==> src/pin_gpio_pkg.sv <==
// Package: register map, field positions and bus carriers of the pin data path.
// Assumes an AXI4-Lite master with 32-bit data and one aligned word per register.
package pin_gpio_pkg;

  localparam int          ADDR_W          = 6;
  localparam int          DATA_W          = 32;
  localparam int          SYNC_STAGES     = 2;

  // Byte offsets
  localparam logic [5:0]  OFS_INPUT_LEVEL = 6'h00;
  localparam logic [5:0]  OFS_OUT_VALUE   = 6'h04;
  localparam logic [5:0]  OFS_OUT_SET     = 6'h08;
  localparam logic [5:0]  OFS_OUT_CLEAR   = 6'h0C;
  localparam logic [5:0]  OFS_ROLE        = 6'h10;
  localparam logic [5:0]  OFS_DIRECTION   = 6'h14;

  // Field positions
  localparam int          BIT_CLOCK_PIN   = 0;
  localparam int          BIT_DATA_PIN    = 1;
  localparam int          BIT_ROLE        = 0;

  localparam logic [1:0]  OUT_VALUE_RST   = 2'h0;
  localparam logic [1:0]  DIRECTION_RST   = 2'h0;
  localparam logic        ROLE_RST        = 1'h0;
  localparam logic        ROLE_GPIO       = 1'h1;
  localparam logic [1:0]  RESP_OKAY       = 2'h0;
  localparam logic [1:0]  RESP_SLVERR     = 2'h2;

  typedef struct packed {
    logic [ADDR_W-1:0]    addr;
    logic [DATA_W-1:0]    data;
    logic [3:0]           strb;
  } wr_req_s;

  typedef struct packed {
    logic [DATA_W-1:0]    data;
    logic [1:0]           resp;
  } rd_rsp_s;

  // Drive pair of one two-wire pin
  typedef struct packed {
    logic                 out;
    logic                 oe;
  } pin_drive_s;

endpackage : pin_gpio_pkg

==> src/pin_level_sync.sv <==
// Two-stage synchroniser for the pin input levels.
// Assumes pin levels may change at any time relative to aclk.
`timescale 1ns/10ps
module pin_level_sync #(
  parameter int WIDTH  = 2,
  parameter int STAGES = 2
) (
  // Clock and reset
  input  wire logic             aclk,
  input  wire logic             aresetn,
  // Levels
  input  wire logic [WIDTH-1:0] async_in,
  output logic      [WIDTH-1:0] sync_out
);
  import pin_gpio_pkg::*;

  logic [STAGES-1:0][WIDTH-1:0] stage;
  logic [STAGES-1:0][WIDTH-1:0] next_stage;

  initial begin
    if (STAGES < 2 || WIDTH < 1) begin
      $error("pin_level_sync: STAGES must be at least 2");
    end
  end

  // First stage feeds only the next flop
  always_comb begin
    next_stage = {stage[STAGES-2:0], async_in};
  end

  always_ff @(posedge aclk) begin
    if (!aresetn) begin
      // Idle bus level; a low here would look like a start to the engine
      stage <= '1;
    end else begin
      stage <= next_stage;
    end
  end

  assign sync_out = stage[STAGES-1];

endmodule : pin_level_sync

==> src/pin_drive_ctrl.sv <==
// Pin driver: decides output value and enable of one pin.
// Assumes an open-drain pad, if fitted, ignores a driven high.
`timescale 1ns/10ps
module pin_drive_ctrl (
  // Control
  input  wire logic                    gpio_role,
  input  wire logic                    dir_out,
  input  wire logic                    out_value,
  input  wire logic                    open_drain,
  // Pad
  output pin_gpio_pkg::pin_drive_s     drive
);
  import pin_gpio_pkg::*;

  // Drive only in GPIO role with direction output
  always_comb begin
    drive.out = out_value;                                   // RQ8
    drive.oe  = gpio_role & dir_out &
                (~open_drain | ~out_value);                  // RQ6 RQ9
  end

endmodule : pin_drive_ctrl

==> src/pin_gpio_top.sv <==
// Top: AXI4-Lite slave and GPIO data path of the two serial pins.
// Assumes pin inputs come from the pad input buffers; serial engine sits
// outside and reads the gated pin levels given here.
//
// Added by the designer: register access over AXI4-Lite and the register offsets.
`timescale 1ns/10ps
// Contract
// RQ1: Input register shows true pin levels always
// RQ2: Input reading comes through a synchroniser
// RQ3: Bit1 data, bit0 clock; writes ignored
// RQ4: Output value held, readable any time
// RQ5: Role or direction writes keep output value
// RQ6: Drive only in GPIO role and output
// RQ7: Output value reads return register, not pins
// RQ8: Bit1 data, bit0 clock; 0 low 1 high
// RQ9: Open-drain pad cannot be driven high
// RQ10: Set alias sets bits written one
// RQ11: Clear alias clears bits written one
// RQ12: Alias reads are indeterminate
// RQ13: Bits 31 to 2 read zero
// RQ14: Role bit 0 serial, 1 GPIO
// RQ15: Direction bit 0 input, 1 output
// RQ16: Engine sees ones in GPIO role
// RQ17: Software resets engine before role change
// RQ18: Output resets to 0; two-stage sync
module pin_gpio_top #(
  parameter logic [1:0] OPEN_DRAIN = 2'h3
) (
  // Clock and reset
  input  wire logic                         aclk,
  input  wire logic                         aresetn,
  // AXI4-Lite write address
  input  wire logic                         s_axi_awvalid,
  output logic                              s_axi_awready,
  input  wire logic [pin_gpio_pkg::ADDR_W-1:0] s_axi_awaddr,
  // AXI4-Lite write data
  input  wire logic                         s_axi_wvalid,
  output logic                              s_axi_wready,
  input  wire logic [31:0]                  s_axi_wdata,
  input  wire logic [3:0]                   s_axi_wstrb,
  // AXI4-Lite write response
  output logic                              s_axi_bvalid,
  input  wire logic                         s_axi_bready,
  output logic [1:0]                        s_axi_bresp,
  // AXI4-Lite read address
  input  wire logic                         s_axi_arvalid,
  output logic                              s_axi_arready,
  input  wire logic [pin_gpio_pkg::ADDR_W-1:0] s_axi_araddr,
  // AXI4-Lite read data
  output logic                              s_axi_rvalid,
  input  wire logic                         s_axi_rready,
  output logic [31:0]                       s_axi_rdata,
  output logic [1:0]                        s_axi_rresp,
  // Serial data pin
  input  wire logic                         serial_data_pin_in,
  output logic                              serial_data_pin_out,
  output logic                              serial_data_pin_oe,
  // Serial clock pin
  input  wire logic                         serial_clock_pin_in,
  output logic                              serial_clock_pin_out,
  output logic                              serial_clock_pin_oe,
  // Levels seen by the serial engine
  output logic                              engine_data_in,
  output logic                              engine_clock_in
);
  import pin_gpio_pkg::*;

  typedef enum logic [1:0] {WR_IDLE, WR_RESP} wr_state_e;

  // Write channel state
  wr_state_e         wr_state;
  wr_state_e         next_wr_state;
  logic              aw_held;
  logic              next_aw_held;
  logic              w_held;
  logic              next_w_held;
  logic [ADDR_W-1:0] aw_addr;
  logic [ADDR_W-1:0] next_aw_addr;
  logic [31:0]       w_data;
  logic [31:0]       next_w_data;
  logic [3:0]        w_strb;
  logic [3:0]        next_w_strb;
  logic [1:0]        bresp;
  logic [1:0]        next_bresp;

  // Read channel state
  logic              rvalid;
  logic              next_rvalid;
  logic [31:0]       rdata;
  logic [31:0]       next_rdata;
  logic [1:0]        rresp;
  logic [1:0]        next_rresp;

  // Registers
  logic [1:0]        pin_output_value;
  logic [1:0]        next_pin_output_value;
  logic              pin_role_select;
  logic              next_pin_role_select;
  logic [1:0]        pin_direction_bits;
  logic [1:0]        next_pin_direction_bits;

  // Pin side
  logic [1:0]        pin_input_level;
  pin_drive_s        data_drive;
  pin_drive_s        clock_drive;
  pin_drive_s        data_drive_q;
  pin_drive_s        clock_drive_q;
  logic [1:0]        engine_in;
  logic [1:0]        next_engine_in;

  pin_level_sync #(
    .WIDTH   (2),
    .STAGES  (SYNC_STAGES)
  ) u_sync (
    .aclk     (aclk),
    .aresetn  (aresetn),
    .async_in ({serial_data_pin_in, serial_clock_pin_in}),     // RQ1 RQ2 RQ18
    .sync_out (pin_input_level)
  );

  pin_drive_ctrl u_data_drive (
    .gpio_role  (pin_role_select == ROLE_GPIO),                 // RQ14
    .dir_out    (pin_direction_bits[BIT_DATA_PIN]),             // RQ15
    .out_value  (pin_output_value[BIT_DATA_PIN]),               // RQ8
    .open_drain (OPEN_DRAIN[BIT_DATA_PIN]),
    .drive      (data_drive)
  );

  pin_drive_ctrl u_clock_drive (
    .gpio_role  (pin_role_select == ROLE_GPIO),                 // RQ14
    .dir_out    (pin_direction_bits[BIT_CLOCK_PIN]),            // RQ15
    .out_value  (pin_output_value[BIT_CLOCK_PIN]),              // RQ8
    .open_drain (OPEN_DRAIN[BIT_CLOCK_PIN]),
    .drive      (clock_drive)
  );

  // Write path: address and data taken in either order
  always_comb begin
    logic do_write;
    logic mapped;
    do_write                = 1'b0;
    mapped                  = 1'b0;
    next_wr_state           = wr_state;
    next_aw_held            = aw_held;
    next_w_held             = w_held;
    next_aw_addr            = aw_addr;
    next_w_data             = w_data;
    next_w_strb             = w_strb;
    next_bresp              = bresp;
    next_pin_output_value   = pin_output_value;
    next_pin_role_select    = pin_role_select;
    next_pin_direction_bits = pin_direction_bits;
    unique case (wr_state)
      WR_IDLE: begin
        if (s_axi_awvalid && !aw_held) begin
          next_aw_held = 1'b1;
          next_aw_addr = s_axi_awaddr;
        end
        if (s_axi_wvalid && !w_held) begin
          next_w_held = 1'b1;
          next_w_data = s_axi_wdata;
          next_w_strb = s_axi_wstrb;
        end
        do_write = next_aw_held && next_w_held;
      end
      WR_RESP: begin
        if (s_axi_bready) begin
          next_wr_state = WR_IDLE;
        end
      end
    endcase
    if (do_write) begin
      next_aw_held  = 1'b0;
      next_w_held   = 1'b0;
      next_wr_state = WR_RESP;
      mapped        = 1'b1;
      // Only byte lane 0 holds live bits; upper bits dropped
      if (next_w_strb[0]) begin                                 // RQ13
        unique case ({next_aw_addr[ADDR_W-1:2], 2'h0})
          OFS_INPUT_LEVEL: ;                                    // RQ3
          OFS_OUT_VALUE:
            next_pin_output_value = next_w_data[1:0];           // RQ4
          OFS_OUT_SET:
            next_pin_output_value =
              pin_output_value | next_w_data[1:0];              // RQ10
          OFS_OUT_CLEAR:
            next_pin_output_value =
              pin_output_value & ~next_w_data[1:0];             // RQ11
          // Role and direction leave the output value alone
          OFS_ROLE:
            next_pin_role_select = next_w_data[BIT_ROLE];       // RQ5
          OFS_DIRECTION:
            next_pin_direction_bits = next_w_data[1:0];         // RQ5
          default: mapped = 1'b0;
        endcase
      end else if (next_aw_addr > OFS_DIRECTION + 6'h3) begin
        mapped = 1'b0;
      end
      next_bresp = mapped ? RESP_OKAY : RESP_SLVERR;
    end
  end

  // Read path; alias reads return zero, which software must not rely on
  always_comb begin
    next_rvalid = rvalid;
    next_rdata  = rdata;
    next_rresp  = rresp;
    if (rvalid && s_axi_rready) begin
      next_rvalid = 1'b0;
    end else if (!rvalid && s_axi_arvalid) begin
      next_rvalid = 1'b1;
      next_rresp  = RESP_OKAY;
      next_rdata  = '0;                                         // RQ13
      unique case ({s_axi_araddr[ADDR_W-1:2], 2'h0})
        OFS_INPUT_LEVEL: next_rdata[1:0] = pin_input_level;     // RQ1 RQ3
        OFS_OUT_VALUE:   next_rdata[1:0] = pin_output_value;    // RQ7
        OFS_OUT_SET:     ;                                      // RQ12
        OFS_OUT_CLEAR:   ;                                      // RQ12
        OFS_ROLE:        next_rdata[BIT_ROLE] = pin_role_select;
        OFS_DIRECTION:   next_rdata[1:0] = pin_direction_bits;
        default:         next_rresp = RESP_SLVERR;
      endcase
    end
  end

  // Engine sees constant ones while pins serve as GPIO
  always_comb begin
    next_engine_in = (pin_role_select == ROLE_GPIO) ?
                     2'h3 : pin_input_level;                    // RQ16
  end

  always_ff @(posedge aclk) begin
    if (!aresetn) begin
      wr_state           <= WR_IDLE;
      aw_held            <= 1'b0;
      w_held             <= 1'b0;
      aw_addr            <= '0;
      w_data             <= '0;
      w_strb             <= '0;
      bresp              <= RESP_OKAY;
      rvalid             <= 1'b0;
      rdata              <= '0;
      rresp              <= RESP_OKAY;
      pin_output_value   <= OUT_VALUE_RST;                      // RQ18
      pin_role_select    <= ROLE_RST;
      pin_direction_bits <= DIRECTION_RST;
      data_drive_q       <= '0;
      clock_drive_q      <= '0;
      engine_in          <= 2'h3;
    end else begin
      wr_state           <= next_wr_state;
      aw_held            <= next_aw_held;
      w_held             <= next_w_held;
      aw_addr            <= next_aw_addr;
      w_data             <= next_w_data;
      w_strb             <= next_w_strb;
      bresp              <= next_bresp;
      rvalid             <= next_rvalid;
      rdata              <= next_rdata;
      rresp              <= next_rresp;
      pin_output_value   <= next_pin_output_value;
      pin_role_select    <= next_pin_role_select;
      pin_direction_bits <= next_pin_direction_bits;
      data_drive_q       <= data_drive;
      clock_drive_q      <= clock_drive;
      engine_in          <= next_engine_in;
    end
  end

  assign s_axi_awready        = (wr_state == WR_IDLE) && !aw_held;
  assign s_axi_wready         = (wr_state == WR_IDLE) && !w_held;
  assign s_axi_bvalid         = (wr_state == WR_RESP);
  assign s_axi_bresp          = bresp;
  assign s_axi_arready        = !rvalid;
  assign s_axi_rvalid         = rvalid;
  assign s_axi_rdata          = rdata;
  assign s_axi_rresp          = rresp;
  assign serial_data_pin_out  = data_drive_q.out;
  assign serial_data_pin_oe   = data_drive_q.oe;
  assign serial_clock_pin_out = clock_drive_q.out;
  assign serial_clock_pin_oe  = clock_drive_q.oe;
  assign engine_data_in       = engine_in[BIT_DATA_PIN];
  assign engine_clock_in      = engine_in[BIT_CLOCK_PIN];

endmodule : pin_gpio_top

==> config.mk <==
export PLATFORM = sky130hd
export DESIGN_NAME = pin_gpio_top
export DESIGN_NICKNAME = d
export VERILOG_FILES = /design/src/pin_gpio_pkg.sv /design/src/pin_level_sync.sv /design/src/pin_drive_ctrl.sv /design/src/pin_gpio_top.sv
export SDC_FILE = /design/constraint.sdc
export NUM_CORES = 1
export LEC_CHECK = 0
export CAP_MARGIN = 20
export CORE_UTILIZATION = 50
export DETAILED_ROUTE_END_ITERATION = 6
export DONT_BUFFER_PORTS = 1
export MAX_ROUTING_LAYER = met4
export PLACE_DENSITY = 0.63
export SKIP_CTS_REPAIR_TIMING = 1
export SYNTH_ARGS = -nofsm -noshare
export SYNTH_HDL_FRONTEND = slang
export SYNTH_SLANG_ARGS = --single-unit
==> constraint.sdc <==
create_clock -name aclk -period 3.64 [get_ports aclk]
set_input_delay 0.546 -clock aclk [delete_from_list [all_inputs] [get_ports aclk]]
set_output_delay 0.546 -clock aclk [all_outputs]
set_load 0.02 [all_outputs]
---- Word level (Yosys, flattened, before mapping) ----
Cells that the tools add are included.
word-level totals
  word-level logic and storage cells ...... 91
  bits in registers ....................... 34
operators by class
  reduce and logical (&&, ||, !) cells .... 26
  bitwise operators ....................... 11
  mux-type cells .......................... 23
  order comparisons ....................... 1
  eq/ne operators ......................... 10
operator list
  cell                count
  $eq 4x2->1 const B  4
  $eq 4x3->1 const B  4
  $mux 1              14
  $mux 6              2
  $reduce_or 6->1     2
  $reduce_and 3->1    3
  $eq 4x1->1 const B  2
  $logic_not 4->1     2
  $mux 2              4
  $logic_and 1x1->1   7
  $gt 6x5->1 const B  1
  $pmux 2 s3          1
  $reduce_or 2->1     3
  $and 1x1->1         4
  $not 1->1           4
  $pmux 1 s4          1
  $reduce_and 2->1    2
  $reduce_bool 2->1   2
  $logic_not 1->1     3
  $pmux 1 s3          1
  $reduce_bool 3->1   1
  $and 2x2->2         1
  $logic_not 2->1     1
  $not 2->2           1
  $or 2x2->2          1

---- Longest topological paths before layout ----
  depth after elaboration ................. 10
  gate-level depth with buffers ........... 6
  gate-level depth less buffers ........... 4

---- Hierarchy ----
A second synthesis with hierarchy kept.
unflattened totals
  cells, all modules ...................... 163
  area total of the unflattened synthesis .. 1556.5 um^2
modules (own cells, without submodules)
  module          sequential area each (um^2)  area each (um^2)  instances  cells each
  pin_gpio_top    520.5                        1411.4            1          149
  pin_level_sync  80.1                         105.1             1          8
  pin_drive_ctrl  0.0                          20.0              2          3

---- Worst setup path after synthesis ----
Ideal clock, no wire load.
  path type ............................... flip-flop to flip-flop
  start ................................... register wr_state[0]
  end ..................................... register pin_output_value[0]
  cell stages (with the launch flop) ...... 7
  slack ................................... 1902 ps
  setup time .............................. 119 ps
  clock period less this slack ............ 1738 ps
  data arrival time ....................... 1619 ps
  cell sequence ........................... dfxtp_1 -> buf_6 -> or3b_1 -> buf_6 -> mux2i_4 -> xor2_1 -> o221a_1
on the way
  longest elaborated chain between the ends .. 5
  elaborated cells between the ends (all ways) .. 14
RTL lines
  what                                                               RTL line             source
  start: declaration                                                 pin_gpio_top.sv:71   wr_state_e wr_state;
  start signal: assignment                                           pin_gpio_top.sv:251  wr_state <= next_wr_state;
  $logic_not 2->1 (*)                                                pin_gpio_top.sv:153  unique case (wr_state)
  $mux 6 / $mux 2 (equally long branches)                            pin_gpio_top.sv:153
  $eq 4x2->1 (tied with other cells)                                 pin_gpio_top.sv:179  unique case ({next_aw_addr[ADDR_W-1:2], 2'h0})
  $reduce_bool 3->1 (no line) / $and 2x2->2 (equally long branches)  -
  $reduce_and 3->1 (no line) / $pmux 2 s3 (equally long branches)    -
  end signal: assignment                                             pin_gpio_top.sv:261  pin_output_value <= next_pin_output_value;
  end: declaration                                                   pin_gpio_top.sv:95   logic [1:0] pin_output_value;
Mark *: on every way between the ends. The rest lies on a longest branch, timed or not.
A chain may end at the register's enable or synchronous reset.

---- Worst setup path in the final report ----
Ends and elaborated chain as after synthesis.

==> impl_metrics.ini <==
[die]
core_um2 = 3030
dieArea_um2 = 3380
top_level_ports = 104
initial_core_util = 0.521
dieWidth_um = 58.2
fp.dieH_um = 58.2
rows = 20

[timing]
hold_violations = 0
finalWorstSetupSlack_ns = 1.50
max_freq_mhz = 468
relSlewSlack = 0.596
final_max_slew_viol_count = 0
min_period_over_period = 0.587
holdWs_ns = 0.277
fin_worst_skew_ns = 0.00753
setup_viol = 0
setup_tns_ns = 0
grt_setup_unrepaired = no
period_minus_slack_ns = 2.14
worstMarginPinSlew_ns = 0.605

[layout]
syn2layout_area_growth_pct = 0.238
design_area_um2 = 1580
drive_above_1_share = 0.0988
most-common-layout-cells = conb_1 (32), dfxtp_1 (30), a21oi_1 (15)
fin_nets = 228
diodes = 0
layout_commonest_cell = conb_1
post-route-util = 0.522

[pwr]
powerDensity_nw_per_um2 = 520
peakVddDrop_mv = 0.302
p_switching_mw = 0.212
clkPwrFrac = 0.426
internal-power_mw = 0.610
p_leak_nw = 0.615
sw_frac_of_total = 0.258
pwr-share-seq = 0.443
p_comb_frac = 0.131

[worst_setup_path]
crit_path_max_fanout = 11
worst_ep_arrival_time_ns = 2.42
cp_cell_sequence = or3b_1 -> o211ai_1 -> a2111oi_0 -> o221a_1
r2r_cells = 4
reg2reg_slack_ns = 1.50
required_ns = 3.93
end_kind = flop
start_kind = flop
slowest_delay_ns = 0.72
crit_type = reg -> reg
timing.rr.end = pin_output_value[0]
r2r-start = wr_state[0]
crit_slowest_cell = dfxtp_1

[route]
ant_nets = 0
viasPerCell = 5.01
drc_errors = 0
wirelength_mm = 2.60
avgRoutedWirePerCell_um = 12.0
drtIter0Drc = 44
num_vias = 1083
drt_first_pass_iters = 4

[hold_path]
min_from = aresetn
holdPathStages = 1
hp-class = in -> reg
whs_endpoint = u_sync.next_stage[3]

[clock_tree]
h-tree-depth = 2
clockRootBuffer = clkbuf_4
cts_sinks = 30
cts_buffer_depth = 2
worstSkewPairLatency_ns = 0.33
cts_tree = done
cts_buffers = 5
clk_pin_slew_ns = 0.10

[logic_synthesis]
synth_seq_cells = 30
ys_types = 42
yosys-top-cells-area = dfxtp_1 (38%), buf_4 (15%), a21oi_1 (4.8%)
synth_top_area_share = 0.381
ys_warn_count = 0
ys.flop_type = dfxtp_1
synth_area_leader_cell = dfxtp_1
synth-edff-count = 0
async_flop_share = 0
syn_avg_cell_area_um2 = 9.23
syn_area_um2 = 1580
syn_inst = 171
yosysSeqAreaShare = 0.381

[placement]
place_ws_ns = 1.51
gp_congestion = 0.786
port_buffers = 0
hpwl_mm = 1.90
placed_area_um2 = 1470

[global_route]
grt_max_degree = 20
overflow = 0
antenna_found_initial = 0
grt_pass1_vias = 961
grt_pass1_wl_mm = 4.22
track_usage = 0.174

[run]
max-cap-violations = 0

[status]
status = completed
cell families after synthesis:
group                  after synthesis  synth area share
AND/OR/NAND/NOR                     55             0.204
buffers and inverters               42             0.186
AO/OA/AOI/OAI                       34             0.151
flip-flops                          30             0.381
multiplexers                         7            0.0642
XOR/XNOR                             2            0.0111
other                                1           0.00238
layout make-up:
type / count / area (um2)
fill: 304 / 1450
multi-input combinational: 130 / 800
sequential: 30 / 601
clock inverter: 2 / 60.1
tap: 44 / 55.1
clock buffer: 6 / 51.3
inverter: 4 / 15.0
worst max path at each step:
| stage | end | cells after the start | start |
|---|---|---|---|
| CTS | pin_output_value[0] | 4 | wr_state[0] |
| floorplan | pin_output_value[0] | 6 | wr_state[0] |
| global placement | pin_output_value[1] | 4 | wr_state[0] |
| global route | pin_output_value[0] | 4 | wr_state[0] |
| detailed placement | pin_output_value[0] | 4 | wr_state[0] |
| finish | pin_output_value[0] | 4 | wr_state[0] |
critical path: cells and delay by family (launching register included):
kind             cells  cell delay (ns)
AO/OA/AOI/OAI        3             0.92
flip-flops           1             0.72
AND/OR/NAND/NOR      1             0.45
flip-flops by register name (all words and copies together) (netlist names):
register	flops
aw_addr	4
engine_in	2
pin_direction_bits	2
pin_output_value	2
s_axi_rdata	2
u_sync.next_stage	2
u_sync.sync_out	2
w_data	2
aw_held	1
pin_role_select	1
s_axi_bresp	1
s_axi_rresp	1
s_axi_rvalid	1
serial_clock_pin_oe	1
serial_clock_pin_out	1
serial_data_pin_oe	1
serial_data_pin_out	1
w_held	1
w_strb	1
wr_state	1
per-layer routing:
metal  GRT usage  wire length (um)
met5           -                 0
met1       0.199              1120
met3      0.0804               209
met2       0.263              1230
met4      0.0714                37
cells in the mapped netlist, drive strengths merged, types with 2 or more instances:
cell / count
o21bai: 2
o221a: 2
a21oi: 15
nand2b: 6
and2: 2
a22o: 2
o211ai: 2
inv: 4
nand3b: 2
a2111oi: 2
clkbuf: 3
or3: 2
a311oi: 2
dfxtp: 30
mux2i: 4
nor3b: 9
mux2: 2
xor2: 2
nor3: 4
nor2: 12
buf: 35
nand2: 14
power groups by stage:
stage               registers [mW]  clock network, mW  logic [mW]
detailed placement           0.372                  0       0.107
finish                       0.364              0.350       0.108
global placement             0.371                  0       0.105
global route                 0.367              0.375       0.119
floorplan                    0.364                  0       0.134
CTS                          0.364              0.357       0.108
stage by stage:
step	std cells	total power, mW
2_1_floorplan	202	0.498
3_3_place_gp	208	0.476
3_5_place_dp	208	0.479
4_1_cts	216	0.829
5_1_grt	216	0.861
6_report	216	0.822
(Power assumes the default switching activity.)
